[src/include/cmp_switch_pkg.sv]
// Package with register map, field positions and reset values of the comparator switch control.
package cmp_switch_pkg;

    // ****************************************************************
    // Register offsets (byte addresses on APB)
    // ****************************************************************
    localparam logic [7:0] cmp_a_ctrl0_addr = 8'h00;
    localparam logic [7:0] cmp_a_ctrl1_addr = 8'h04;
    localparam logic [7:0] cmp_b_ctrl0_addr = 8'h08;
    localparam logic [7:0] cmp_b_ctrl1_addr = 8'h0c;
    localparam logic [7:0] amp_route_addr   = 8'h10;

    // ****************************************************************
    // Field positions in the first control register of each comparator
    // ****************************************************************
    localparam int ctrl0_result_bit = 7;
    localparam int ctrl0_ocm_bit    = 6;
    localparam int ctrl0_ref_bit    = 5;
    localparam int ctrl0_trim_lsb   = 0;
    localparam int trim_width       = 5;

    // ****************************************************************
    // Field positions in the second control register of each comparator
    // ****************************************************************
    localparam int ctrl1_cnp_sel_bit = 7;
    localparam int ctrl1_edge_lsb    = 6;
    localparam int ctrl1_inten_bit   = 3;
    localparam int ctrl1_pin_en_bit  = 2;
    localparam int ctrl1_src_sel_bit = 1;
    localparam int ctrl1_on_bit      = 0;

    // ****************************************************************
    // Field positions in the amplifier routing register
    // ****************************************************************
    localparam int route_amp_a_bit = 0;
    localparam int route_amp_b_bit = 1;

    // ****************************************************************
    // Values after reset
    // ****************************************************************
    localparam logic [4:0] trim_reset    = 5'h10;
    localparam logic       cnp_sel_reset = 1'b1;
    localparam logic       src_sel_reset = 1'b1;

    // Edge selection codes for the comparator event output.
    typedef enum logic [1:0] {
        edge_off     = 2'b00,
        edge_rising  = 2'b01,
        edge_falling = 2'b10,
        edge_both    = 2'b11
    } edge_sel_e;

endpackage

[src/rtl/cmp_switch_ctrl.sv]
// Digital control of two comparators: APB registers, switch network and pin sharing.
//
// Added by the designer: the register offsets and register access over APB.
`timescale 1ns/1ps

module cmp_switch_ctrl (
    // Clock and reset
    input  wire logic        pclk,
    input  wire logic        presetn,
    // APB slave
    input  wire logic        psel,
    input  wire logic        penable,
    input  wire logic        pwrite,
    input  wire logic [7:0]  paddr,
    input  wire logic [31:0] pwdata,
    input  wire logic [3:0]  pstrb,
    output logic      [31:0] prdata,
    output logic             pready,
    output logic             pslverr,
    // Raw comparator results from the analog cores
    input  wire logic        cmp_a_result_raw,
    input  wire logic        cmp_b_result_raw,
    // Analog controls of comparator A
    output logic             cmp_a_power,
    output logic      [4:0]  cmp_a_trim_field,
    output logic             cmp_a_noninv_input_switch,
    output logic             cmp_a_inv_input_switch,
    output logic             cmp_a_common_mode_short_switch,
    output logic             cmp_a_inv_from_high_ref,
    // Analog controls of comparator B
    output logic             cmp_b_power,
    output logic      [4:0]  cmp_b_trim_field,
    output logic             cmp_b_noninv_input_switch,
    output logic             cmp_b_inv_input_switch,
    output logic             cmp_b_common_mode_short_switch,
    output logic             cmp_b_noninv_from_low_ref,
    // Shared switch network
    output logic             shared_pin_switch,
    output logic             cmp_a_pin_switch,
    output logic             cmp_b_pin_switch,
    output logic             amp_a_output_switch,
    output logic             amp_b_output_switch,
    // Pin sharing: analog input selects, high means the pin leaves general I/O
    output logic             port_a_line0_analog,
    output logic             port_c_line5_analog,
    output logic             port_c_line6_analog,
    // Pin sharing: comparator output pins
    output logic             port_a_line1_cmp_sel,
    output logic             port_a_line1_cmp_out,
    output logic             port_a_line2_cmp_sel,
    output logic             port_a_line2_cmp_out,
    // Edge event of either synchronised result
    output logic             cmp_edge_event
);

    // ****************************************************************
    // State
    // ****************************************************************
    typedef struct packed {
        logic        a_ocm;
        logic        a_ref;
        logic [4:0]  a_trim;
        logic        cnp_sel;
        logic        a_inten;
        logic        a_pin_en;
        logic        a_inv_sel;
        logic        a_on;
        logic        b_ocm;
        logic        b_ref;
        logic [4:0]  b_trim;
        logic [1:0]  b_edge;
        logic        b_inten;
        logic        b_pin_en;
        logic        b_noninv_sel;
        logic        b_on;
        logic        route_a;
        logic        route_b;
        logic [1:0]  a_sync;
        logic [1:0]  b_sync;
        logic        a_prev;
        logic        b_prev;
        logic [31:0] rdata;
        logic [18:0] sw;
        logic        event_q;
    } state_s;

    state_s state;
    state_s next_state;

    // Effective (forced) control values.
    logic a_cal;
    logic b_cal;
    logic cnp_eff;
    logic a_inv_eff;
    logic b_noninv_eff;
    logic route_a_eff;
    logic route_b_eff;
    logic a_res;
    logic b_res;
    logic setup;
    logic wr;
    logic mapped;
    logic [31:0] rd_mux;
    logic [18:0] next_sw;
    logic a_edge_hit;
    logic b_edge_hit;

    // ****************************************************************
    // Forcing of source and routing bits
    // ****************************************************************
    // Written values stay in the registers while calibration forces the effective value,
    // so leaving calibration brings the old setting back with no extra storage.
    always_comb begin
        a_cal        = state.a_ocm;
        b_cal        = state.b_ocm;
        cnp_eff      = state.cnp_sel | a_cal | b_cal;
        a_inv_eff    = state.a_inv_sel | a_cal;
        b_noninv_eff = state.b_noninv_sel | b_cal;
        route_a_eff  = state.route_a & ~cnp_eff;
        route_b_eff  = state.route_b & ~cnp_eff & ~route_a_eff;
        a_res        = state.a_sync[1];
        b_res        = state.b_sync[1];
    end

    // ****************************************************************
    // APB decode and read data
    // ****************************************************************
    // The slave never waits; errors flag only unmapped offsets.
    always_comb begin
        setup  = psel & ~penable;
        wr     = psel & penable & pwrite & pstrb[0];
        mapped = (paddr == cmp_switch_pkg::cmp_a_ctrl0_addr) |
                 (paddr == cmp_switch_pkg::cmp_a_ctrl1_addr) |
                 (paddr == cmp_switch_pkg::cmp_b_ctrl0_addr) |
                 (paddr == cmp_switch_pkg::cmp_b_ctrl1_addr) |
                 (paddr == cmp_switch_pkg::amp_route_addr);
        rd_mux = 32'h0000_0000;
        case (paddr)
            cmp_switch_pkg::cmp_a_ctrl0_addr: begin
                rd_mux[cmp_switch_pkg::ctrl0_result_bit] = a_res;
                rd_mux[cmp_switch_pkg::ctrl0_ocm_bit]    = state.a_ocm;
                rd_mux[cmp_switch_pkg::ctrl0_ref_bit]    = state.a_ref;
                rd_mux[4:0]                              = state.a_trim;
            end
            cmp_switch_pkg::cmp_a_ctrl1_addr: begin
                rd_mux[cmp_switch_pkg::ctrl1_cnp_sel_bit] = cnp_eff;
                rd_mux[cmp_switch_pkg::ctrl1_inten_bit]   = state.a_inten;
                rd_mux[cmp_switch_pkg::ctrl1_pin_en_bit]  = state.a_pin_en;
                rd_mux[cmp_switch_pkg::ctrl1_src_sel_bit] = a_inv_eff;
                rd_mux[cmp_switch_pkg::ctrl1_on_bit]      = state.a_on;
            end
            cmp_switch_pkg::cmp_b_ctrl0_addr: begin
                rd_mux[cmp_switch_pkg::ctrl0_result_bit] = b_res;
                rd_mux[cmp_switch_pkg::ctrl0_ocm_bit]    = state.b_ocm;
                rd_mux[cmp_switch_pkg::ctrl0_ref_bit]    = state.b_ref;
                rd_mux[4:0]                              = state.b_trim;
            end
            cmp_switch_pkg::cmp_b_ctrl1_addr: begin
                rd_mux[7:6]                               = state.b_edge;
                rd_mux[cmp_switch_pkg::ctrl1_inten_bit]   = state.b_inten;
                rd_mux[cmp_switch_pkg::ctrl1_pin_en_bit]  = state.b_pin_en;
                rd_mux[cmp_switch_pkg::ctrl1_src_sel_bit] = b_noninv_eff;
                rd_mux[cmp_switch_pkg::ctrl1_on_bit]      = state.b_on;
            end
            cmp_switch_pkg::amp_route_addr: begin
                rd_mux[cmp_switch_pkg::route_amp_a_bit] = route_a_eff;
                rd_mux[cmp_switch_pkg::route_amp_b_bit] = route_b_eff;
            end
            default: begin
                rd_mux = 32'h0000_0000;
            end
        endcase
    end

    // ****************************************************************
    // Switch and pin controls
    // ****************************************************************
    // Bit order of next_sw matches the output assignments further down.
    always_comb begin
        next_sw = '0;
        // Comparator A input switches; firmware steps the trim in calibration.
        next_sw[0]  = ~a_cal | state.a_ref;
        next_sw[1]  = ~a_cal | ~state.a_ref;
        next_sw[2]  = a_cal;
        // Comparator B uses the same reference convention.
        next_sw[3]  = ~b_cal | state.b_ref;
        next_sw[4]  = ~b_cal | ~state.b_ref;
        next_sw[5]  = b_cal;
        // Shared non-inverting pin only while some comparator uses it.
        next_sw[6]  = cnp_eff & (state.a_on | state.b_on | a_cal | b_cal);
        next_sw[7]  = a_inv_eff & (state.a_on | a_cal);
        next_sw[8]  = b_noninv_eff & (state.b_on | b_cal);
        next_sw[9]  = route_a_eff & (state.a_on | state.b_on);
        next_sw[10] = route_b_eff & (state.a_on | state.b_on);
        next_sw[11] = state.a_on & ~a_inv_eff;
        next_sw[12] = state.b_on & ~b_noninv_eff;
        next_sw[13] = state.a_on & state.a_pin_en;
        next_sw[14] = a_res;
        next_sw[15] = state.b_on & state.b_pin_en;
        next_sw[16] = b_res;
        next_sw[17] = state.a_on | a_cal;
        next_sw[18] = state.b_on | b_cal;
    end

    // ****************************************************************
    // Edge detection on the synchronised results
    // ****************************************************************
    always_comb begin
        a_edge_hit = 1'b0;
        b_edge_hit = 1'b0;
        case (cmp_switch_pkg::edge_sel_e'(state.b_edge))
            cmp_switch_pkg::edge_rising: begin
                a_edge_hit = a_res & ~state.a_prev;
                b_edge_hit = b_res & ~state.b_prev;
            end
            cmp_switch_pkg::edge_falling: begin
                a_edge_hit = ~a_res & state.a_prev;
                b_edge_hit = ~b_res & state.b_prev;
            end
            cmp_switch_pkg::edge_both: begin
                a_edge_hit = a_res ^ state.a_prev;
                b_edge_hit = b_res ^ state.b_prev;
            end
            default: begin
                a_edge_hit = 1'b0;
                b_edge_hit = 1'b0;
            end
        endcase
    end

    // ****************************************************************
    // Next state
    // ****************************************************************
    // Register writes take effect at the access edge; read data is caught in setup.
    always_comb begin
        next_state         = state;
        next_state.a_sync  = {state.a_sync[0], cmp_a_result_raw};
        next_state.b_sync  = {state.b_sync[0], cmp_b_result_raw};
        next_state.a_prev  = a_res;
        next_state.b_prev  = b_res;
        next_state.sw      = next_sw;
        next_state.event_q = (a_edge_hit & state.a_on) | (b_edge_hit & state.b_on);
        if (setup) begin
            next_state.rdata = rd_mux;
        end
        if (wr) begin
            case (paddr)
                cmp_switch_pkg::cmp_a_ctrl0_addr: begin
                    next_state.a_ocm  = pwdata[cmp_switch_pkg::ctrl0_ocm_bit];
                    next_state.a_ref  = pwdata[cmp_switch_pkg::ctrl0_ref_bit];
                    next_state.a_trim = pwdata[4:0];
                end
                cmp_switch_pkg::cmp_a_ctrl1_addr: begin
                    next_state.cnp_sel   = pwdata[cmp_switch_pkg::ctrl1_cnp_sel_bit];
                    next_state.a_inten   = pwdata[cmp_switch_pkg::ctrl1_inten_bit];
                    next_state.a_pin_en  = pwdata[cmp_switch_pkg::ctrl1_pin_en_bit];
                    next_state.a_inv_sel = pwdata[cmp_switch_pkg::ctrl1_src_sel_bit];
                    next_state.a_on      = pwdata[cmp_switch_pkg::ctrl1_on_bit];
                end
                cmp_switch_pkg::cmp_b_ctrl0_addr: begin
                    next_state.b_ocm  = pwdata[cmp_switch_pkg::ctrl0_ocm_bit];
                    next_state.b_ref  = pwdata[cmp_switch_pkg::ctrl0_ref_bit];
                    next_state.b_trim = pwdata[4:0];
                end
                cmp_switch_pkg::cmp_b_ctrl1_addr: begin
                    next_state.b_edge       = pwdata[7:6];
                    next_state.b_inten      = pwdata[cmp_switch_pkg::ctrl1_inten_bit];
                    next_state.b_pin_en     = pwdata[cmp_switch_pkg::ctrl1_pin_en_bit];
                    next_state.b_noninv_sel = pwdata[cmp_switch_pkg::ctrl1_src_sel_bit];
                    next_state.b_on         = pwdata[cmp_switch_pkg::ctrl1_on_bit];
                end
                cmp_switch_pkg::amp_route_addr: begin
                    next_state.route_a = pwdata[cmp_switch_pkg::route_amp_a_bit];
                    next_state.route_b = pwdata[cmp_switch_pkg::route_amp_b_bit];
                end
                default: begin
                    next_state.rdata = state.rdata;
                end
            endcase
        end
    end

    // ****************************************************************
    // State register
    // ****************************************************************
    // Reset values leave every comparator off and every pin as general I/O.
    always_ff @(posedge pclk or negedge presetn) begin
        if (!presetn) begin
            state              <= '0;
            state.a_trim       <= cmp_switch_pkg::trim_reset;
            state.b_trim       <= cmp_switch_pkg::trim_reset;
            state.cnp_sel      <= cmp_switch_pkg::cnp_sel_reset;
            state.a_inv_sel    <= cmp_switch_pkg::src_sel_reset;
            state.b_noninv_sel <= cmp_switch_pkg::src_sel_reset;
            state.sw           <= 19'h0001b;
        end else begin
            state <= next_state;
        end
    end

    // ****************************************************************
    // Outputs
    // ****************************************************************
    // Handshake outputs are combinational; everything else comes from flops.
    assign pready                         = 1'b1;
    assign pslverr                        = psel & penable & ~mapped;
    assign prdata                         = state.rdata;
    assign cmp_a_trim_field               = state.a_trim;
    assign cmp_b_trim_field               = state.b_trim;
    assign cmp_a_noninv_input_switch      = state.sw[0];
    assign cmp_a_inv_input_switch         = state.sw[1];
    assign cmp_a_common_mode_short_switch = state.sw[2];
    assign cmp_b_noninv_input_switch      = state.sw[3];
    assign cmp_b_inv_input_switch         = state.sw[4];
    assign cmp_b_common_mode_short_switch = state.sw[5];
    assign shared_pin_switch              = state.sw[6];
    assign cmp_a_pin_switch               = state.sw[7];
    assign cmp_b_pin_switch               = state.sw[8];
    assign amp_a_output_switch            = state.sw[9];
    assign amp_b_output_switch            = state.sw[10];
    assign cmp_a_inv_from_high_ref        = state.sw[11];
    assign cmp_b_noninv_from_low_ref      = state.sw[12];
    assign port_a_line0_analog            = state.sw[6];
    assign port_c_line5_analog            = state.sw[7];
    assign port_c_line6_analog            = state.sw[8];
    assign port_a_line1_cmp_sel           = state.sw[13];
    assign port_a_line1_cmp_out           = state.sw[14];
    assign port_a_line2_cmp_sel           = state.sw[15];
    assign port_a_line2_cmp_out           = state.sw[16];
    assign cmp_a_power                    = state.sw[17];
    assign cmp_b_power                    = state.sw[18];
    assign cmp_edge_event                 = state.event_q;

endmodule

[config.mk]
export PLATFORM = sky130hd
export DESIGN_NAME = cmp_switch_ctrl
export DESIGN_NICKNAME = d
export VERILOG_FILES = /design/src/include/cmp_switch_pkg.sv /design/src/rtl/cmp_switch_ctrl.sv
export SDC_FILE = /design/constraint.sdc
export NUM_CORES = 1
export LEC_CHECK = 0
export ABC_AREA = 0
export BUFFER_PORTS_ARGS = -buffer_cell sky130_fd_sc_hd__buf_2
export CAP_MARGIN = 10
export CORE_UTILIZATION = 43
export CTS_CLUSTER_SIZE = 8
export DETAILED_ROUTE_END_ITERATION = 16
export PLACE_DENSITY = 0.74
export REMOVE_ABC_BUFFERS = 1
export SLEW_MARGIN = 20
export SYNTH_ARGS = -nofsm -noshare
export SYNTH_HDL_FRONTEND = slang
export SYNTH_SLANG_ARGS = --single-unit
[constraint.sdc]
create_clock -name pclk -period 1.8 [get_ports pclk]
set_input_delay 0.18 -clock pclk [delete_from_list [all_inputs] [get_ports pclk]]
set_output_delay 0.18 -clock pclk [all_outputs]
set_load 0.1 [all_outputs]
==> results.json, run 1 <==
{
  "status": "finished, final reports clean",
  "cp_num_cells": 6,
  "slowest_stage": "or4_4",
  "nFillCells": 583,
  "synth.area.mux_share_pct": 14.7,
  "setup.worst_path.class": "in2reg",
  "drv_slew": 0,
  "reg2reg_slack_ps": 230,
  "seq_area_sq_um": 1490,
  "dp.cells": 362,
  "route.vias.total": 1888,
  "ys_seq_elements": 59,
  "cts_resized": 0,
  "dieArea_sq_um": 6870,
  "timing.rr.end": "prdata[7]",
  "hold_viol": 0,
  "grt_pass1_wl_um": 9020,
  "hold_start": "pwdata[5]",
  "synthCells": 237,
  "cts_tree": "done",
  "die_x_um": 82.9,
  "peakVddDrop_uv": 773,
  "gr-usage-all-layers_pct": 17.2,
  "whs_endpoint": "state[83]",
  "synth_top_area_share_pct": 44.5,
  "synth_cell_types": 39,
  "synthToLayoutAreaGrowth_pct": 18.4,
  "clkLatencyLatePin_ps": 340,
  "design_area_sq_um": 3330,
  "rsz0062_at_grt": "false",
  "io_buffers": 65,
  "hold_path_depth": 2,
  "crit_required_ps": 2020,
  "final_nets": 354,
  "synthFlopType": "dfrtp_1",
  "drt_iter0_drc": 65,
  "multi_input_area_sq_um": 1010,
  "critPathArrivalTime_ps": 1790,
  "first_pass_iters": 4,
  "path_clk_slew_ps": 70,
  "crit_family": "simple AND/OR/NAND/NOR gates",
  "ys_async_sr_fraction_pct": 100,
  "n_antenna_cell": 0,
  "reg2reg_depth": 3,
  "cts_buffers": 9,
  "maxCapViolCount": 0,
  "htreeDepth": 3,
  "endpoint_kind": "register",
  "synth_edf_count": 0,
  "start_util_pct": 44.3,
  "fmax_mhz": 637,
  "cp_max_fo": 4,
  "post_dp_cell_area_sq_um": 3060,
  "synthAdderAreaFrac_pct": 1.78,
  "p_leak_nw": 1.79,
  "ant_nets": 0,
  "clockBufferDepth": 2,
  "coreArea_sq_um": 6350,
  "instances_no_fill": 381,
  "cp_cell_sequence": "buf_2, or4_4, nor3_4, and3b_1, buf_4, mux2_2",
  "via_per_inst": 4.96,
  "yosys.area_share.xor_xnor_pct": 0,
  "skew_ps": 9.67,
  "synth_top_family_by_area": "multiplexers",
  "worst-path-buf-inv": 2,
  "gp_congestion": 0.843,
  "ioPinCount": 118,
  "die_h_um": 82.9,
  "hp-class": "in2reg",
  "synth_area_sq_um": 2810,
  "slowest_delay_ps": 550,
  "synth-compound-area-share_pct": 5.56,
  "fin_util_pct": 52.5,
  "clock_sinks": 59,
  "syn_area_per_cell_sq_um": 11.9,
  "drt-total-wl_um": 5350,
  "powerDensity_nw_per_um2": 972,
  "grt_max_degree": 30,
  "fp-row-count": 29,
  "hpwl_um": 3990,
  "clockRootBuffer": "clkbuf_8",
  "synth-seq-area-share_pct": 52.9,
  "post-route-drc-count": 0,
  "layout_min_cycle_time_ps": 1570,
  "r2r-start": "a_cal",
  "crit_path_start_kind": "primary input",
  "grt_pass1_vias": 1857,
  "setup_viol": 0,
  "antenna_found_initial": 0,
  "yosysTopAreaCell": "dfrtp_1",
  "ys_warn_count": 0,
  "final_min_period_over_clock_period_pct": 87.2,
  "gr-total-overflow": 0,
  "detail_route.wl_per_cell_um": 14.0,
  "drive_above_1_share_pct": 46.1,
  "synth-simple-area-share_pct": 10.4,
  "synthTopCellsByArea": "dfrtp_1 44%, buf_4 13%, mux2_2 12%"
}
==> cell type report <==
type                    instances  share of cell area (%)
multi-input cells             140                    30.2
clock inverters                 5                    3.00
clock buffers                  11                    4.24
repair buffers                 82                    14.2
well taps                      77                    2.89
flip-flops and latches         59                    44.6
inverters                       7                   0.789
==> synth_stat cells (3+ instances only) <==
library cell   n
inv_1          7
mux4_2         3
or2_2          3
nand2_1       19
dfstp_2        9
nand3_1        6
nor2_1         6
buf_4         47
ha_1           4
o21ai_0        6
nand2b_1       3
clkbuf_1       6
nor3_1         3
nand4_1        3
dfrtp_1       50
mux2_2        29
==> per-layer routing <==
| metal | track usage [%] | routed length [um] |
|---|---|---|
| met5 | 0 | 0 |
| met4 | 7.99 | 83 |
| met3 | 6.26 | 362 |
| met2 | 27.3 | 2650 |
| met1 | 21.0 | 2250 |
==> what timing repair did <==
| action | 4_1_cts | 5_1_grt |
|---|---|---|
| hold endpoints to repair | 16 | 0 |
| hold buffers | 3 | 0 |
| setup endpoints to repair | 0 | 0 |
| setup buffers | 0 | 0 |
==> how the worst max path moves through the flow <==
stage,startpoint,to,slack (ps)
after floorplan,paddr[1],pslverr,-260
final,paddr[5],cmp_b_trim_field[2],230
after detailed placement,paddr[5],cmp_b_trim_field[0],-120
after global placement,paddr[5],cmp_b_trim_field[0],-90
after CTS,a_cal,prdata[7],220
after global routing,paddr[1],pslverr,180
==> flip-flops by register name, indices dropped and copies added, names as in the netlist, 2 cells and up <==
name	cells
prdata	8
state	15
cmp_b_trim_field	5
cmp_a_trim_field	5
next_state	2
==> where the power goes <==
part / switching, mW / internal [mW]
Clock: 0.502 / 0.952
Sequential: 0.0102 / 1.34
Combinational: 0.372 / 0.0604
Total: 0.885 / 2.36
==> metrics by stage <==
stage	setup TNS, ps	hold WS (ps)	worst slack (ps)	power [mW]
after CTS	0	61.5	224	3.28
after global placement	-595	135	-94.5	1.80
after global routing	0	55.1	181	3.37
after floorplan	-263	-116	-263	1.70
after detailed placement	-737	141	-118	1.81
final	0	80.3	230	3.24
==> kinds of logic (layout without fill, tap and decap cells) <==
group	after synthesis	after routing
other	2	25
AND/OR/NAND/NOR	55	55
adder cells (fa/ha/maj)	4	4
flip-flops	59	59
multiplexers	34	34
AO/OA/AOI/OAI	22	22
buffers and inverters	61	105
==> cell usage in the layout (no fill, tap or decap), types with 2 or more instances in the layout <==
| cell type | synthesis | routed |
|---|---|---|
| nand4_1 | 3 | 3 |
| clkinv_2 | 0 | 2 |
| mux2i_1 | 2 | 2 |
| inv_1 | 7 | 7 |
| o21ai_0 | 6 | 6 |
| nand3_1 | 6 | 6 |
| a21oi_1 | 2 | 2 |
| clkbuf_8 | 0 | 10 |
| mux2_2 | 29 | 29 |
| a22oi_1 | 2 | 2 |
| nand2b_1 | 3 | 3 |
| dfstp_2 | 9 | 9 |
| mux4_2 | 3 | 3 |
| conb_1 | 2 | 25 |
| or2_2 | 3 | 3 |
| nor2b_1 | 2 | 2 |
| ha_1 | 4 | 4 |
| a22o_1 | 2 | 2 |
| bufinv_16 | 0 | 3 |
| nor3_1 | 3 | 3 |
| dfrtp_1 | 50 | 50 |
| nor2_1 | 6 | 6 |
| dlygate4sd3_1 | 0 | 3 |
| and2_1 | 2 | 2 |
| buf_4 | 47 | 13 |
| o2bb2ai_1 | 2 | 2 |
| o41ai_1 | 2 | 2 |
| buf_2 | 0 | 65 |
| nand2_1 | 19 | 19 |
| a21o_1 | 2 | 2 |
Note: power is estimated with default switching activity, not from simulation.
==> run 2, diff against run 1 <==
--- a/config.mk
+++ b/config.mk
@@ -8,10 +8,10 @@
 export ABC_AREA = 0
 export BUFFER_PORTS_ARGS = -buffer_cell sky130_fd_sc_hd__buf_2
 export CAP_MARGIN = 10
-export CORE_UTILIZATION = 43
+export CORE_UTILIZATION = 48
 export CTS_CLUSTER_SIZE = 8
 export DETAILED_ROUTE_END_ITERATION = 16
-export PLACE_DENSITY = 0.74
+export PLACE_DENSITY = 0.78
 export REMOVE_ABC_BUFFERS = 1
 export SLEW_MARGIN = 20
 export SYNTH_ARGS = -nofsm -noshare
==> constraint.sdc (replaced) <==
create_clock -name pclk -period 1.7 [get_ports pclk]
set_input_delay 0.17 -clock pclk [delete_from_list [all_inputs] [get_ports pclk]]
set_output_delay 0.17 -clock pclk [all_outputs]
set_load 0.1 [all_outputs]
==> run 2 against run 1 <==
Effect of this change:
- die area decreased by 10%
- design area decreased by 1.4%
- clock skew decreased by 6.3 ps
- sequential cell count unchanged
- critical endpoint is now prdata[7]
- via count decreased by 0.79%
- highest routed layer unchanged
- largest power group is now sequential cells
- final cell count decreased by 0.26%
- sequential power increased by 6%
==> results.json, run 2 (synthesis gave the netlist of run 1 again) <==
{
  "drive_above_1_share_pct": 46.1,
  "mostFrequentLayoutCell": "buf_2",
  "critPathArrivalTime_ps": 1800,
  "synthToLayoutAreaGrowth_pct": 16.8,
  "worst_pin_slew_ps": 560,
  "peakVddDrop_uv": 460,
  "clockBufferDepth": 2,
  "antenna_found_initial": 0,
  "ioPinCount": 118,
  "worst-path-buf-inv": 0,
  "slowest_delay_ps": 470,
  "cts_buffers": 9,
  "gr-total-overflow": 0,
  "final_min_period_over_clock_period_pct": 92.2,
  "drt-total-wl_um": 5510,
  "gr-usage-all-layers_pct": 20.2,
  "rsz0062_at_grt": "false",
  "clkLatencyLatePin_ps": 340,
  "fp-row-count": 27,
  "cp_max_fo": 3,
  "drv_slew": 0,
  "detail_route.wl_per_cell_um": 14.5,
  "skew_ps": 3.38,
  "drt_iter0_drc": 104,
  "via_per_inst": 4.93,
  "hpwl_um": 4140,
  "crit_path_start_kind": "register",
  "dieArea_sq_um": 6170,
  "htreeDepth": 3,
  "fin_util_pct": 59.0,
  "fmax_mhz": 638,
  "hp-class": "in2reg",
  "setup.worst_path.class": "reg2reg",
  "post-route-drc-count": 0,
  "setup_viol": 0,
  "place_ws_ps": -184,
  "setup_ws_ps": 133,
  "route.vias.total": 1873,
  "regMostFlops": "state",
  "ant_nets": 0,
  "slowest_stage": "mux4_2",
  "clock_sinks": 59,
  "layout_min_cycle_time_ps": 1570,
  "die_x_um": 78.6,
  "cp_cell_sequence": "or3_1, mux4_2, a22o_1",
  "grt_pass1_vias": 1873,
  "cts_resized": 0,
  "hold_viol": 0,
  "die_h_um": 78.6,
  "gp_congestion": 0.876,
  "crit_family": "multiplexers",
  "largest_reg_flops": 15,
  "final_cell_mix": "65 x buf_2, 50 x dfrtp_1, 29 x mux2_2",
  "coreArea_sq_um": 5570,
  "start_util_pct": 50.5,
  "grt_max_degree": 26,
  "maxSlewHeadroom_pct": 62.7,
  "first_pass_iters": 4,
  "p_leak_nw": 1.78,
  "final_nets": 358,
  "endpoint_kind": "register",
  "status": "finished, final reports clean",
  "path_clk_slew_ps": 60,
  "io_buffers": 65,
  "n_antenna_cell": 0,
  "powerDensity_nw_per_um2": 918,
  "maxCapViolCount": 0,
  "clockRootBuffer": "clkbuf_8",
  "grt_pass1_wl_um": 9030,
  "cts_setup_buffers": 0,
  "crit_required_ps": 1930,
  "cts_tree": "done"
}
-- run 2: worst paths after layout --
| path | from | endpoint | slack [ps] | cells past startpoint |
|---|---|---|---|---|
| worst max-delay path | state[77] | prdata[7] | 130 | 3 |
| worst min-delay path | pwdata[4] | cmp_a_trim_field[4] | 70 | 2 |
| worst max register to register | state[77] | prdata[7] | 130 | 3 |
| worst min register to register | next_state[57] | a_res | 350 | 0 |
| max in group asynchronous | presetn | state[77] | 740 | 3 |
| min in group asynchronous | presetn | port_a_line0_analog | 350 | 2 |
-- run 2: routing by layer --
| metal | part of all wire [%] | wire, um | track usage (%) |
|---|---|---|---|
| met1 | 42 | 2310 | 24.0 |
| met2 | 50 | 2740 | 32.3 |
| met3 | 6.0 | 332 | 6.16 |
| met4 | 2.3 | 129 | 11.9 |
| met5 | 0 | 0 | 0 |
-- run 2: worst register-to-register path: stages (launching register included) --
cell     delay [ps]
dfstp_2         380
or3_1           410
mux4_2          470
a22o_1          200
-- run 2: repair_timing --
action	4_1_cts	5_1_grt
endpoints found under the hold margin	19	0
hold buffers	3	0
setup endpoints to repair	0	0
-- run 2: where the power goes --
group	internal [mW]	total [mW]	switching, mW
Clock	0.605	1.12	0.513
Combinational	0.0683	0.467	0.399
Sequential	1.42	1.43	0.0108
Total	2.09	3.02	0.923
-- run 2: per-stage QoR --
step | hold WS, ps | instance area [sq um] | power, mW | cells | TNS, ps
after CTS | 62.0 | 3290 | 3.05 | 380 | 0
after global placement | 185 | 3080 | 1.91 | 361 | -1870
after detailed placement | 193 | 3080 | 1.92 | 361 | -2050
after global routing | 65.5 | 3290 | 3.14 | 380 | 0
after floorplan | -126 | 2520 | 1.80 | 206 | -441
final | 74.5 | 3290 | 3.02 | 380 | 0
-- run 2: layout make-up --
type | count | area [sq um]
Clock buffer | 14 | 163
Tap cell | 72 | 90.1
Timing Repair Buffer | 86 | 503
Sequential cell | 59 | 1490
Multi-Input combinational cell | 140 | 1010
Clock inverter | 2 | 10.0
Inverter | 7 | 26.3
Fill cell | 463 | 2290
